===== src/hdl/lbpwm_pkg.sv =====
// Constants and register map of the LED blink and PWM output-control block
package lbpwm_pkg;

    localparam logic [7:0] ADDR_INPUT_LEVELS   = 8'h00;
    localparam logic [7:0] ADDR_PHASE_A        = 8'h02;
    localparam logic [7:0] ADDR_PORT_DIRECTION = 8'h06;
    localparam logic [7:0] ADDR_PHASE_B        = 8'h0a;
    localparam logic [7:0] ADDR_MASTER_NINTH   = 8'h0e;
    localparam logic [7:0] ADDR_CONFIG         = 8'h0f;
    localparam logic [7:0] ADDR_INTENSITY_BASE = 8'h10;
    localparam logic [7:0] ADDR_INTENSITY_LAST = 8'h13;

    localparam int CFG_BLINK_EN_BIT  = 0;
    localparam int CFG_FLIP_BIT      = 1;
    localparam int CFG_GLOBAL_BIT    = 2;
    localparam int CFG_IRQ_EN_BIT    = 3;
    localparam int CFG_NINTH_A_BIT   = 4;
    localparam int CFG_NINTH_B_BIT   = 5;
    localparam int CFG_BLINK_PIN_BIT = 6;

    localparam logic [7:0] RST_PHASE       = 8'hff;
    localparam logic [7:0] RST_DIRECTION   = 8'hff;
    localparam logic [7:0] RST_MASTER      = 8'h00;
    localparam logic [7:0] RST_CONFIG      = 8'h30;
    localparam logic [7:0] RST_INTENSITY   = 8'hff;

    localparam int          CLK_FREQ_HZ    = 20000000;
    localparam int          OSC_FREQ_HZ    = 32000;
    localparam int          OSC_DIV_CYCLES = CLK_FREQ_HZ / OSC_FREQ_HZ;
    localparam logic [9:0]  OSC_DIV_LAST   = 10'(OSC_DIV_CYCLES - 1);
    localparam logic [3:0]  CYCLE_LAST     = 4'hf;
    localparam logic [3:0]  SLOT_LAST      = 4'he;
    localparam logic [3:0]  INTENSITY_FULL = 4'hf;

endpackage


===== src/hdl/lbpwm_output_ctrl.sv =====
// Output levels, blink selection and PWM engine with its register port
`timescale 1ns/1ps
module lbpwm_output_ctrl
(
    input  wire logic       ref_clk,
    input  wire logic       sys_rst,
    input  wire logic       reg_wr_en,
    input  wire logic       reg_rd_en,
    input  wire logic [7:0] reg_addr,
    input  wire logic [7:0] reg_wdata,
    output logic      [7:0] reg_rdata,
    output logic            reg_rd_valid,
    input  wire logic [7:0] port_in,
    output logic      [7:0] port_out,
    output logic      [7:0] port_oe,
    input  wire logic       blink_pin,
    output logic            ninth_out,
    output logic            ninth_oe
);

    logic [7:0]  port_meta_q;
    logic [7:0]  port_sync_q;
    logic        blink_meta_q;
    logic        blink_sync_q;
    logic [7:0]  phase_a_q;
    logic [7:0]  phase_b_q;
    logic [7:0]  port_dir_q;
    logic [7:0]  master_ninth_q;
    logic [7:0]  cfg_q;
    logic [31:0] intensity_q;
    logic [9:0]  div_cnt_q;
    logic        pwm_tick_q;
    logic [3:0]  cyc_q;
    logic [3:0]  slot_q;
    logic        sel_phase_q;
    logic [8:0]  lvl_q;
    logic [8:0]  static_vec;
    logic [8:0]  on_vec;
    logic [8:0]  drive_low_d;
    logic [8:0]  outen_vec;
    logic        osc_run;
    logic        apply_en;
    logic [3:0]  master;
    logic [9:0]  tick_gap_q;

    function automatic logic [7:0] read_mux(input logic [7:0] addr);
        logic [7:0] r;
        r = 8'h00;
        unique case (addr)
            lbpwm_pkg::ADDR_INPUT_LEVELS:   r = port_sync_q;
            lbpwm_pkg::ADDR_PHASE_A:        r = phase_a_q;
            lbpwm_pkg::ADDR_PHASE_B:        r = phase_b_q;
            lbpwm_pkg::ADDR_PORT_DIRECTION: r = port_dir_q;
            lbpwm_pkg::ADDR_MASTER_NINTH:   r = master_ninth_q;
            lbpwm_pkg::ADDR_CONFIG:         r = {1'b0, blink_sync_q, cfg_q[5:0]};
            8'h10, 8'h11, 8'h12, 8'h13:     r = intensity_q[8*addr[1:0] +: 8];
            default:                        r = 8'h00;
        endcase
        return r;
    endfunction

    // Pins are asynchronous to ref_clk
    always_ff @(posedge ref_clk)
    begin
        if (sys_rst)
        begin
            port_meta_q  <= 8'h00;
            port_sync_q  <= 8'h00;
            blink_meta_q <= 1'b0;
            blink_sync_q <= 1'b0;
        end
        else
        begin
            port_meta_q  <= port_in;
            port_sync_q  <= port_meta_q;
            blink_meta_q <= blink_pin;
            blink_sync_q <= blink_meta_q;
        end
    end

    // Phase-0 levels
    always_ff @(posedge ref_clk)
    begin
        if (sys_rst)
            phase_a_q <= lbpwm_pkg::RST_PHASE;
        else if (reg_wr_en && reg_addr == lbpwm_pkg::ADDR_PHASE_A)
            phase_a_q <= reg_wdata;
    end

    // Phase-1 levels, only consulted while blinking
    always_ff @(posedge ref_clk)
    begin
        if (sys_rst)
            phase_b_q <= lbpwm_pkg::RST_PHASE;
        else if (reg_wr_en && reg_addr == lbpwm_pkg::ADDR_PHASE_B)
            phase_b_q <= reg_wdata;
    end

    // Direction, all inputs after reset so nothing is pulled low
    always_ff @(posedge ref_clk)
    begin
        if (sys_rst)
            port_dir_q <= lbpwm_pkg::RST_DIRECTION;
        else if (reg_wr_en && reg_addr == lbpwm_pkg::ADDR_PORT_DIRECTION)
            port_dir_q <= reg_wdata;
    end

    // Master and ninth intensity nibbles
    always_ff @(posedge ref_clk)
    begin
        if (sys_rst)
            master_ninth_q <= lbpwm_pkg::RST_MASTER;
        else if (reg_wr_en && reg_addr == lbpwm_pkg::ADDR_MASTER_NINTH)
            master_ninth_q <= reg_wdata;
    end

    // Configuration; top two bits are never stored, bit 6 reads back the blink pin and bit 7 reads 0
    always_ff @(posedge ref_clk)
    begin
        if (sys_rst)
            cfg_q <= lbpwm_pkg::RST_CONFIG;
        else if (reg_wr_en && reg_addr == lbpwm_pkg::ADDR_CONFIG)
            cfg_q <= {2'b00, reg_wdata[5:0]};
    end

    // Individual intensities, two nibbles per address
    always_ff @(posedge ref_clk)
    begin
        if (sys_rst)
            intensity_q <= {4{lbpwm_pkg::RST_INTENSITY}};
        else if (reg_wr_en && reg_addr >= lbpwm_pkg::ADDR_INTENSITY_BASE
                 && reg_addr <= lbpwm_pkg::ADDR_INTENSITY_LAST)
            intensity_q[8*reg_addr[1:0] +: 8] <= reg_wdata;
    end

    // Register reads, answered one cycle later
    always_ff @(posedge ref_clk)
    begin
        if (sys_rst)
        begin
            reg_rdata    <= 8'h00;
            reg_rd_valid <= 1'b0;
        end
        else
        begin
            reg_rd_valid <= reg_rd_en;
            if (reg_rd_en)
                reg_rdata <= read_mux(reg_addr);
        end
    end

    // Master zero means all static, so the oscillator is held
    assign master  = master_ninth_q[7:4];
    assign osc_run = (master != 4'h0);

    always_ff @(posedge ref_clk)
    begin
        if (sys_rst || !osc_run)
        begin
            div_cnt_q  <= 10'h000;
            pwm_tick_q <= 1'b0;
        end
        else if (div_cnt_q == lbpwm_pkg::OSC_DIV_LAST)
        begin
            div_cnt_q  <= 10'h000;
            pwm_tick_q <= 1'b1;
        end
        else
        begin
            div_cnt_q  <= div_cnt_q + 10'h001;
            pwm_tick_q <= 1'b0;
        end
    end

    // 16 cycles per slot, 15 slots per period
    always_ff @(posedge ref_clk)
    begin
        if (sys_rst || !osc_run)
        begin
            cyc_q  <= 4'h0;
            slot_q <= 4'h0;
        end
        else if (pwm_tick_q)
        begin
            cyc_q <= cyc_q + 4'h1;
            if (cyc_q == lbpwm_pkg::CYCLE_LAST)
                slot_q <= (slot_q == lbpwm_pkg::SLOT_LAST) ? 4'h0 : slot_q + 4'h1;
        end
    end

    // Level changes wait for a cycle boundary; no oscillator means no PWM edge to race
    assign apply_en = pwm_tick_q || !osc_run;

    always_ff @(posedge ref_clk)
    begin
        if (sys_rst)
        begin
            sel_phase_q <= 1'b0;
            lvl_q       <= 9'h1ff;
        end
        else if (apply_en)
        begin
            sel_phase_q <= cfg_q[lbpwm_pkg::CFG_BLINK_EN_BIT] & (cfg_q[lbpwm_pkg::CFG_FLIP_BIT] ^ blink_sync_q);
            if (cfg_q[lbpwm_pkg::CFG_BLINK_EN_BIT] & (cfg_q[lbpwm_pkg::CFG_FLIP_BIT] ^ blink_sync_q))
                lvl_q <= {cfg_q[lbpwm_pkg::CFG_NINTH_B_BIT], phase_b_q};
            else
                lvl_q <= {cfg_q[lbpwm_pkg::CFG_NINTH_A_BIT], phase_a_q};
        end
    end

    // Intensity per output; global nibble replaces all nine
    always_comb
    begin
        logic [3:0] n;
        n          = 4'h0;
        static_vec = 9'h000;
        on_vec     = 9'h000;
        for (int i = 0; i < 9; i++)
        begin
            if (cfg_q[lbpwm_pkg::CFG_GLOBAL_BIT] || i == 8)
                n = master_ninth_q[3:0];
            else
                n = intensity_q[4*i +: 4];
            static_vec[i] = !osc_run || (n == lbpwm_pkg::INTENSITY_FULL);
            on_vec[i]     = static_vec[i] || ((slot_q < master) && (cyc_q <= n));
        end
    end

    // Driven level is the bit in on-time, its opposite in off-time
    always_comb
    begin
        for (int i = 0; i < 9; i++)
            drive_low_d[i] = on_vec[i] ? !lvl_q[i] : lvl_q[i];
        outen_vec = {1'b1, ~port_dir_q};
    end

    always_ff @(posedge ref_clk)
    begin
        if (sys_rst)
        begin
            port_oe   <= 8'h00;
            port_out  <= 8'h00;
            ninth_oe  <= 1'b0;
            ninth_out <= 1'b0;
        end
        else
        begin
            port_oe  <= drive_low_d[7:0] & outen_vec[7:0];
            ninth_oe <= drive_low_d[8];
        end
    end

    // Cycles since the last tick or oscillator start, for the period check
    always_ff @(posedge ref_clk)
    begin
        if (sys_rst || !osc_run)
            tick_gap_q <= 10'h000;
        else if (pwm_tick_q)
            tick_gap_q <= 10'h001;
        else
            tick_gap_q <= tick_gap_q + 10'h001;
    end
endmodule // lbpwm_output_ctrl


===== config.mk =====
export PLATFORM = sky130hd
export DESIGN_NAME = lbpwm_output_ctrl
export DESIGN_NICKNAME = d
export VERILOG_FILES = /design/src/hdl/lbpwm_pkg.sv /design/src/hdl/lbpwm_output_ctrl.sv
export SDC_FILE = /design/constraint.sdc
export NUM_CORES = 1
export LEC_CHECK = 0
export BUFFER_PORTS_ARGS = -buffer_cell sky130_fd_sc_hd__buf_2
export CAP_MARGIN = 0
export CORE_ASPECT_RATIO = 1.1
export CORE_MARGIN = 4
export CORE_UTILIZATION = 38
export CTS_CLUSTER_DIAMETER = 200
export DETAILED_ROUTE_END_ITERATION = 6
export RECOVER_POWER = 50
export SKIP_CTS_REPAIR_TIMING = 1
export SLEW_MARGIN = 0
export SYNTH_ARGS = -nofsm -noshare
export SYNTH_HDL_FRONTEND = slang
export SYNTH_SLANG_ARGS = --single-unit
export TNS_END_PERCENT = 1

===== constraint.sdc =====
create_clock -name ref_clk -period 6.7 [get_ports ref_clk]
set_input_delay 0.335 -clock ref_clk [delete_from_list [all_inputs] [get_ports ref_clk]]
set_output_delay 0.335 -clock ref_clk [all_outputs]
set_load 0.03 [all_outputs]

Word level (Yosys, flattened, before mapping) --
Cells that the tools add are included.
Operators by class: add/subtract/negate cells 4, order comparisons 12, equal/unequal tests 21, shifts and indexed selects 3, muxes and demuxes 22, bitwise logic cells 4, reductions and logical operators 51
Operator list (number):
- 8-bit case mux with 7 select lines | 1
- 4-bit == test, second input constant | 11
- 4-bit less-or-equal comparator | 9
- 4-bit two-way mux | 9
- 5-bit negator with 34-bit output | 1
- 8-bit by 34-bit variable shift with 32-bit output, first input constant | 1
- 8-bit by 34-bit variable part select with 32-bit output | 1
- 32-bit bitwise mux | 1
- 8-bit by 5-bit == test with 1-bit output, second input constant | 4
- 32-bit by 6-bit variable part select with 8-bit output | 1
- 8-bit by 4-bit == test with 1-bit output, second input constant | 3
- 1-bit logical OR | 20
- 1-bit logical AND | 16
- 10-bit by 1-bit adder with 10-bit output, second input constant | 1
- 10-bit == test, second input constant | 1
- 1-bit logical NOT | 10
- 1-bit two-way mux | 10
- 9-bit two-way mux | 1
- 4-bit by 1-bit adder with 4-bit output, second input constant | 2
- 8-bit AND | 1
- 8-bit by 2-bit == test with 1-bit output, second input constant | 1
- 8-bit by 3-bit == test with 1-bit output, second input constant | 1
- 8-bit by 5-bit >= comparator with 1-bit output, second input constant | 1
- 8-bit by 5-bit less-or-equal comparator with 1-bit output, second input constant | 1
- other kinds (9) | 9
Word-level totals: register bits 134, bits of input ports 29, output and inout bits 27, logic and storage cells 136

Longest topological paths before layout --
Gate-level depths: netlist of the first run.
depth after elaboration 6, gate-level depth with buffers 11, mapped depth without buffers 10

Least setup slack after synthesis of the first run --
OpenSTA, ideal clock, no wires.
path type input to register, from input reg_addr[0], to register reg_rdata[5], arrival time 2.227 ns, data required time 6.571 ns, setup slack 4.344 ns, stages 9, path buffers 2, path through buf_2 inv_1 ha_1 buf_2 or4_1 nand4_1 a31oi_1 nand2b_1 o32ai_1
Between the ends: cells in the longest elaborated chain, start to end 3, elaborated cells between the ends (all ways) 13, classes of those cells eq/ne (9); shift (1); mux (1); reduce/logical (2)
RTL lines:
- from (decl) | RTL line lbpwm_output_ctrl.sv:9 | input wire logic [7:0] reg_addr,
- branches (longest 2 deep; another with 32-bit by 6-bit variable part select with 8-bit output)
- 8-bit case mux with 7 select lines (*) | RTL line lbpwm_output_ctrl.sv:49 | unique case (addr)
- to (signal assigned) | RTL line lbpwm_output_ctrl.sv:148 | reg_rdata <= read_mux(reg_addr);
- to (decl) | RTL line lbpwm_output_ctrl.sv:11 | output logic [7:0] reg_rdata,
Mark *: on every way between the ends. A chain may end at the register's enable or synchronous reset.

Worst setup path in the final report of the first run --
from register cfg_q[2], to register port_oe[2]
Between the ends: cells in the longest elaborated chain, start to end 6, elaborated cells between the ends (all ways) 8, classes of those cells order compare (1); eq/ne (1); mux (2); bitwise (1); reduce/logical (3)
RTL lines:
- from (decl) | RTL line lbpwm_output_ctrl.sv:29 | logic [7:0] cfg_q;
- from (signal assigned) | RTL line lbpwm_output_ctrl.sv:121 | cfg_q <= lbpwm_pkg::RST_CONFIG;
- from (signal assigned) | RTL line lbpwm_output_ctrl.sv:123 | cfg_q <= {2'b00, reg_wdata[5:0]};
- 4-bit two-way mux (*) | RTL line lbpwm_output_ctrl.sv:220 | if (cfg_q[lbpwm_pkg::CFG_GLOBAL_BIT] || i == 8)
- 4-bit less-or-equal comparator or 4-bit == test (tied branches) | RTL line lbpwm_output_ctrl.sv:225, lbpwm_output_ctrl.sv:224
- 1-bit logical AND or 1-bit logical OR (tied branches) | RTL line lbpwm_output_ctrl.sv:225, lbpwm_output_ctrl.sv:224
- 1-bit logical OR (*) | RTL line lbpwm_output_ctrl.sv:225 | on_vec[i] = static_vec[i] || ((slot_q < master) && (cyc_q <= n));
- 1-bit two-way mux (*) | RTL line lbpwm_output_ctrl.sv:233 | drive_low_d[i] = on_vec[i] ? !lvl_q[i] : lvl_q[i];
- 8-bit AND (*) | RTL line lbpwm_output_ctrl.sv:248 | port_oe <= drive_low_d[7:0] & outen_vec[7:0];
- to (signal assigned) | RTL line lbpwm_output_ctrl.sv:248
- to (decl) | RTL line lbpwm_output_ctrl.sv:15 | output logic [7:0] port_oe,
Every way passes the cells marked *; elsewhere a longest branch is shown, timed or not.

==> results of run 1 <==
[flip-flops by register name, summed over array words and instances, names as in the netlist]
register and flops:
port_sync_q 8, lvl_q 9, ninth_oe 1, intensity_q 32, phase_b_q 8, master_ninth_q 8
cfg_q 6, reg_rdata 8, blink_sync_q 1, reg_rd_valid 1, port_oe 8, port_meta_q 8
cyc_q 4, blink_meta_q 1, div_cnt_q 10, port_dir_q 8, slot_q 4, pwm_tick_q 1
phase_a_q 8
[report_power, final]
group | switching (mW) | internal [mW]
Clock | 0.373 | 0.533
Sequential | 0.00249 | 0.803
Combinational | 0.0645 | 0.0262
[stage by stage]
step / instance area, sq um / utilization / hold WS (ns) / cells
2_1_floorplan: 7170 / - / 0.414 / 779
6_report: 7960 / 0.432 / 0.119 / 1042
4_1_cts: 7990 / 0.434 / 0.108 / 1042
3_5_place_dp: 7410 / 0.403 / 0.420 / 1010
5_1_grt: 7960 / 0.432 / 0.109 / 1042
3_3_place_gp: 7410 / 0.403 / 0.417 / 1010
[final timing paths]
path,start,end,slack [ns],depth (start not counted)
max,cfg_q[2],port_oe[2],3.88,8
min,blink_pin,blink_meta_q,0.12,2
max reg2reg,cfg_q[2],port_oe[2],3.88,8
min reg2reg,port_meta_q[1],port_sync_q[1],0.43,1
[cell type report]
type,instances,area [sq um],share of cell area
timing repair buffer,47,214,0.0269
inverter,33,124,0.0156
tap,243,304,0.0382
sequential,134,2680,0.337
clock inverter,13,119,0.0149
clock buffer,19,453,0.0569
multi-input combinational,553,4060,0.511
[kinds of logic (layout without fill, tap and decap cells)]
kind of cell / count (synthesis) / in the layout / share of synthesized area
mux: 41 / 41 / 0.0717
xor+xnor: 17 / 17 / 0.0209
flops: 134 / 134 / 0.376
buf+inv: 92 / 112 / 0.0592
compound gates: 185 / 185 / 0.182
fa+ha+maj: 46 / 46 / 0.0806
other cells: 1 / 9 / 0.000525
simple gates: 255 / 255 / 0.209
[placed cells by master (no fill, tap or decap), types with 7 or more instances in the layout]
cell type  synthesis  layout
nor2b_1           46      46
buf_2             19      27
nand2_1           47      47
mux2i_1           32      32
o22ai_1            7       7
or2_1              9       9
nand4_1            8       8
o211ai_1           8       8
a211o_1           26      26
nand3_1            8       8
xor2_1             8       8
clkbuf_1          23      19
a221o_1           24      24
conb_1             1       9
inv_1             32      32
a22oi_1           10      10
o21ai_0           13      13
mux4_2             8       8
nand3b_1           8       8
a21oi_1           64      64
dfxtp_1          134     134
ha_1              46      46
xnor2_1            9       9
clkbuf_16          0      17
nor2_1            62      62
nand2b_1           7       7
nor3_1            16      16
[routing by layer]
layer,vias up,GRT usage,part of all wire,wire length (um)
met5,-,0,0,0
met2,139,0.314,0.50,9630
met4,0,0.0719,0.025,493
met3,33,0.0361,0.049,952
met1,2718,0.226,0.43,8360
li1,2822,-,-,-
==> flow_summary.json, run 1 <==
{
  "synth_top_area_share": 0.376,
  "worstSetupPathType": "flip-flop to flip-flop",
  "grt_max_degree": 79,
  "routed_wl_um": 19400,
  "cp_cell_sequence": "inv_2 -> a21oi_1 -> ha_1 -> a21oi_1 -> o21ai_0 -> a21oi_1 -> nor3_1 -> nor4b_1",
  "ys_seq_area_frac": 0.376,
  "wire_per_inst_um": 18.7,
  "ys_top_cells_by_area": "dfxtp_1 (38%), ha_1 (8.1%), a21oi_1 (4.5%), mux2i_1 (4.5%), nor2b_1 (4.0%)",
  "grt_use_total": 0.182,
  "fmax_mhz": 355,
  "drive_gt1_frac": 0.109,
  "min_path_type": "input port to flip-flop",
  "dr_total_vias": 5712,
  "antenna_found_initial": 0,
  "ys.flop_type": "dfxtp_1",
  "cts_buffers": 17,
  "yosys_warnings": 0,
  "via_per_inst": 5.48,
  "synth_top_area_cell": "dfxtp_1",
  "clkSinkCount": 134,
  "finalWorstSetupSlack_ns": 3.88,
  "ys_types": 63,
  "area_growth_syn_to_layout_pct": 11.5,
  "drcViolationCount": 0,
  "slew_viol_final": 41,
  "grt_pass1_wl_um": 30000,
  "startpoint_type": "flip-flop",
  "worstPathArrival_ns": 3.08,
  "violations": "max-capacitance violations, max-slew violations",
  "synthCells": 771,
  "dr.pass1.iters": 6,
  "setup_viol": 0,
  "ys_seq_elements": 134,
  "core-area_sq_um": 18400,
  "htreeDepth": 4,
  "period_share": 0.421,
  "crit_slowest_cell": "dfxtp_1",
  "path_buf_inv": 1,
  "initialDrtViolationCount": 571,
  "skew_ns": 0.0114,
  "max-vdd-ir-drop_uv": 170,
  "die_x_um": 139,
  "die_height_um": 152,
  "ys_top_cells_by_count": "dfxtp_1 (134), a21oi_1 (64), nor2_1 (62)",
  "syn_area_sq_um": 7140,
  "final_nets": 861,
  "initial_core_util": 0.388,
  "overflow": 0,
  "endpoint_kind": "flip-flop",
  "cts_tree": "yes",
  "dpl.hpwl_um": 14100,
  "maxCapViolations": 1,
  "fillers": 1800,
  "diodes": 0,
  "finalSetupTns_ns": 0,
  "final_antenna_net_count": 0,
  "critical-path-top-delay-family": "compound AO/OA/AOI/OAI gates",
  "yosysMostFrequentCell": "dfxtp_1",
  "crit_fanout": 24,
  "syn_avg_cell_area_sq_um": 9.26,
  "max_slew_margin": -0.0873,
  "p_per_area_nw_per_um2": 226,
  "final_hold_viol_count": 0,
  "status": "finished, violations left",
  "critical_path_required_ns": 6.96,
  "fin_crit_ns": 2.82,
  "placementRows": 52,
  "cts_root_buffer": "clkbuf_16",
  "clk_latency_ns": 0.42,
  "crit_top_cell": "a21oi_1",
  "post-place-ws_ns": 3.58,
  "dieArea_sq_um": 21000,
  "max_stage_delay_ns": 0.72,
  "synth_edf_count": 0,
  "grt_pass1_vias": 5398,
  "gp_congestion": 0.877,
  "max_slew.worst_pin.slew_ns": 1.63,
  "clkSlewWorstSetupHoldPaths_ns": 0.06,
  "num_io_pins": 56,
  "synthArstFlopShare": 0,
  "rsz0062_at_grt": "false",
  "place.port_buffers": 46,
  "cts.path.max_buffers": 2,
  "p_leak_nw": 3.09,
  "power_mw": 1.80
}
Note: power is estimated with default switching activity, not from simulation.
==> run 2, diff against run 1 <==
==> constraint.sdc (replaced) <==
create_clock -name ref_clk -period 2.56 [get_ports ref_clk]
set_input_delay 0.128 -clock ref_clk [delete_from_list [all_inputs] [get_ports ref_clk]]
set_output_delay 0.128 -clock ref_clk [all_outputs]
set_load 0.03 [all_outputs]
==> run 2 against run 1 <==
The flow now finishes without violations. Global-route usage up 0.30 points. Clock skew rose by 0.00061 ns. Largest power group unchanged. First-iteration DRC count down 17%. Largest cell class unchanged. Critical path type is now input port to flip-flop. Wire length increased by 0.13%. Critical endpoint is now intensity_q[22].
==> flow_summary.json, run 2 (synthesis results as in run 1) <==
{
  "cts_buffers": 17,
  "placementRows": 52,
  "crit_fanout": 24,
  "critical-path-top-delay-family": "simple AND/OR/NAND/NOR gates",
  "fin_crit_ns": 2.28,
  "wire_per_inst_um": 18.1,
  "initialDrtViolationCount": 473,
  "drcViolationCount": 0,
  "fin_area_sq_um": 8150,
  "critical_path_required_ns": 2.92,
  "p_per_area_nw_per_um2": 586,
  "finalSetupTns_ns": 0,
  "dr_total_vias": 5882,
  "initial_core_util": 0.388,
  "hold_path_depth": 3,
  "grt_pass1_wl_um": 30800,
  "max_slew_margin": 0.102,
  "rsz0062_at_grt": "false",
  "endpoint_kind": "flip-flop",
  "final_antenna_net_count": 0,
  "placed_cell_area_sq_um": 7580,
  "worstPathArrival_ns": 2.65,
  "skew_ns": 0.0120,
  "crit_cells": 7,
  "max_slew.worst_pin.slew_ns": 1.33,
  "area_growth_syn_to_layout_pct": 14.1,
  "via_per_inst": 5.48,
  "gp_congestion": 0.849,
  "crit_slowest_cell": "nor4b_1",
  "clkSlewWorstSetupHoldPaths_ns": 0.07,
  "overflow": 0,
  "fmax_mhz": 438,
  "cts_root_buffer": "clkbuf_16",
  "reg2reg_depth": 7,
  "maxCapViolations": 0,
  "clkSinkCount": 134,
  "final_nets": 892,
  "dieArea_sq_um": 21000,
  "htreeDepth": 4,
  "max-vdd-ir-drop_uv": 464,
  "final_hold_viol_count": 0,
  "status": "completed",
  "cts.path.max_buffers": 2,
  "slew_viol_final": 0,
  "grt_pass1_vias": 5679,
  "core-area_sq_um": 18400,
  "largest_register_ffs": 32,
  "startpoint_type": "input port",
  "routed_wl_um": 19500,
  "period_share": 0.892,
  "setup_viol": 0,
  "die_height_um": 152,
  "grt_max_degree": 65,
  "max_stage_delay_ns": 1.15,
  "final_common_cell": "dfxtp_1",
  "place.port_buffers": 46,
  "clk_latency_ns": 0.43,
  "worstSetupPathType": "input port to flip-flop",
  "diodes": 0,
  "antenna_found_initial": 0,
  "top_regs": "intensity_q (32), div_cnt_q (10), lvl_q (9)",
  "path_buf_inv": 3,
  "min_path_type": "input port to flip-flop",
  "largest_register": "intensity_q",
  "drive_gt1_frac": 0.118,
  "mostFrequentLayoutCells": "dfxtp_1 (134), a21oi_1 (64), nor2_1 (62), nand2_1 (47)",
  "dpl.hpwl_um": 14600,
  "grt_use_total": 0.185,
  "num_io_pins": 56,
  "cp_cell_sequence": "clkbuf_1 -> inv_1 -> ha_1 -> buf_4 -> nand3_2 -> nor4b_1 -> a221o_1",
  "cts_tree": "yes",
  "p_leak_nw": 3.23,
  "dr.pass1.iters": 5,
  "die_x_um": 139
}
==> run 2: routing by layer <==
| layer | share of wire | up-vias | global-route usage |
|---|---|---|---|
| li1 | - | 2881 | - |
| met2 | 0.50 | 169 | 0.319 |
| met1 | 0.43 | 2797 | 0.231 |
| met4 | 0.027 | 0 | 0.0739 |
| met5 | 0 | - | 0 |
| met3 | 0.044 | 35 | 0.0348 |
==> run 2: report_power, final <==
part	leakage (nW)	switching [mW]	internal, mW
Sequential	1.09	0.00625	2.10
Clock	0.290	1.11	1.32
Combinational	1.85	0.164	0.0822
==> run 2: layout make-up <==
type	count	area (sq um)
tap	243	304
multi-input combinational	553	3960
sequential	134	2680
inverter	33	124
timing repair buffer	78	479
clock inverter	15	173
fill	1822	10300
clock buffer	17	425
==> run 2: metrics by stage <==
| step | utilization | std cells | hold WS, ns | worst slack [ns] | total power [mW] |
|---|---|---|---|---|---|
| floorplan | - | 779 | 0.249 | 0.411 | 2.33 |
| global placement | 0.412 | 1031 | 0.336 | 0.374 | 2.40 |
| detailed placement | 0.412 | 1031 | 0.342 | 0.285 | 2.40 |
| CTS | 0.444 | 1063 | -0.108 | 0.249 | 4.82 |
| global route | 0.442 | 1073 | 0.0830 | 0.0299 | 4.96 |
| finish | 0.442 | 1073 | 0.0764 | 0.277 | 4.78 |
==> run 2: tightest hold or removal path, delay by kind of cell <==
kind                   cells  cell delay, ns
and+or+nand+nor            2            0.14
buffers and inverters      1            0.18
==> run 2: worst paths after layout <==
check	endpoint	from	slack, ns
worst max-delay path	intensity_q[22]	reg_addr[0]	0.28
worst min-delay path	port_dir_q[2]	reg_wdata[2]	0.08
worst max register to register	port_oe[2]	slot_q[1]	0.32
worst min register to register	port_sync_q[0]	port_meta_q[0]	0.44
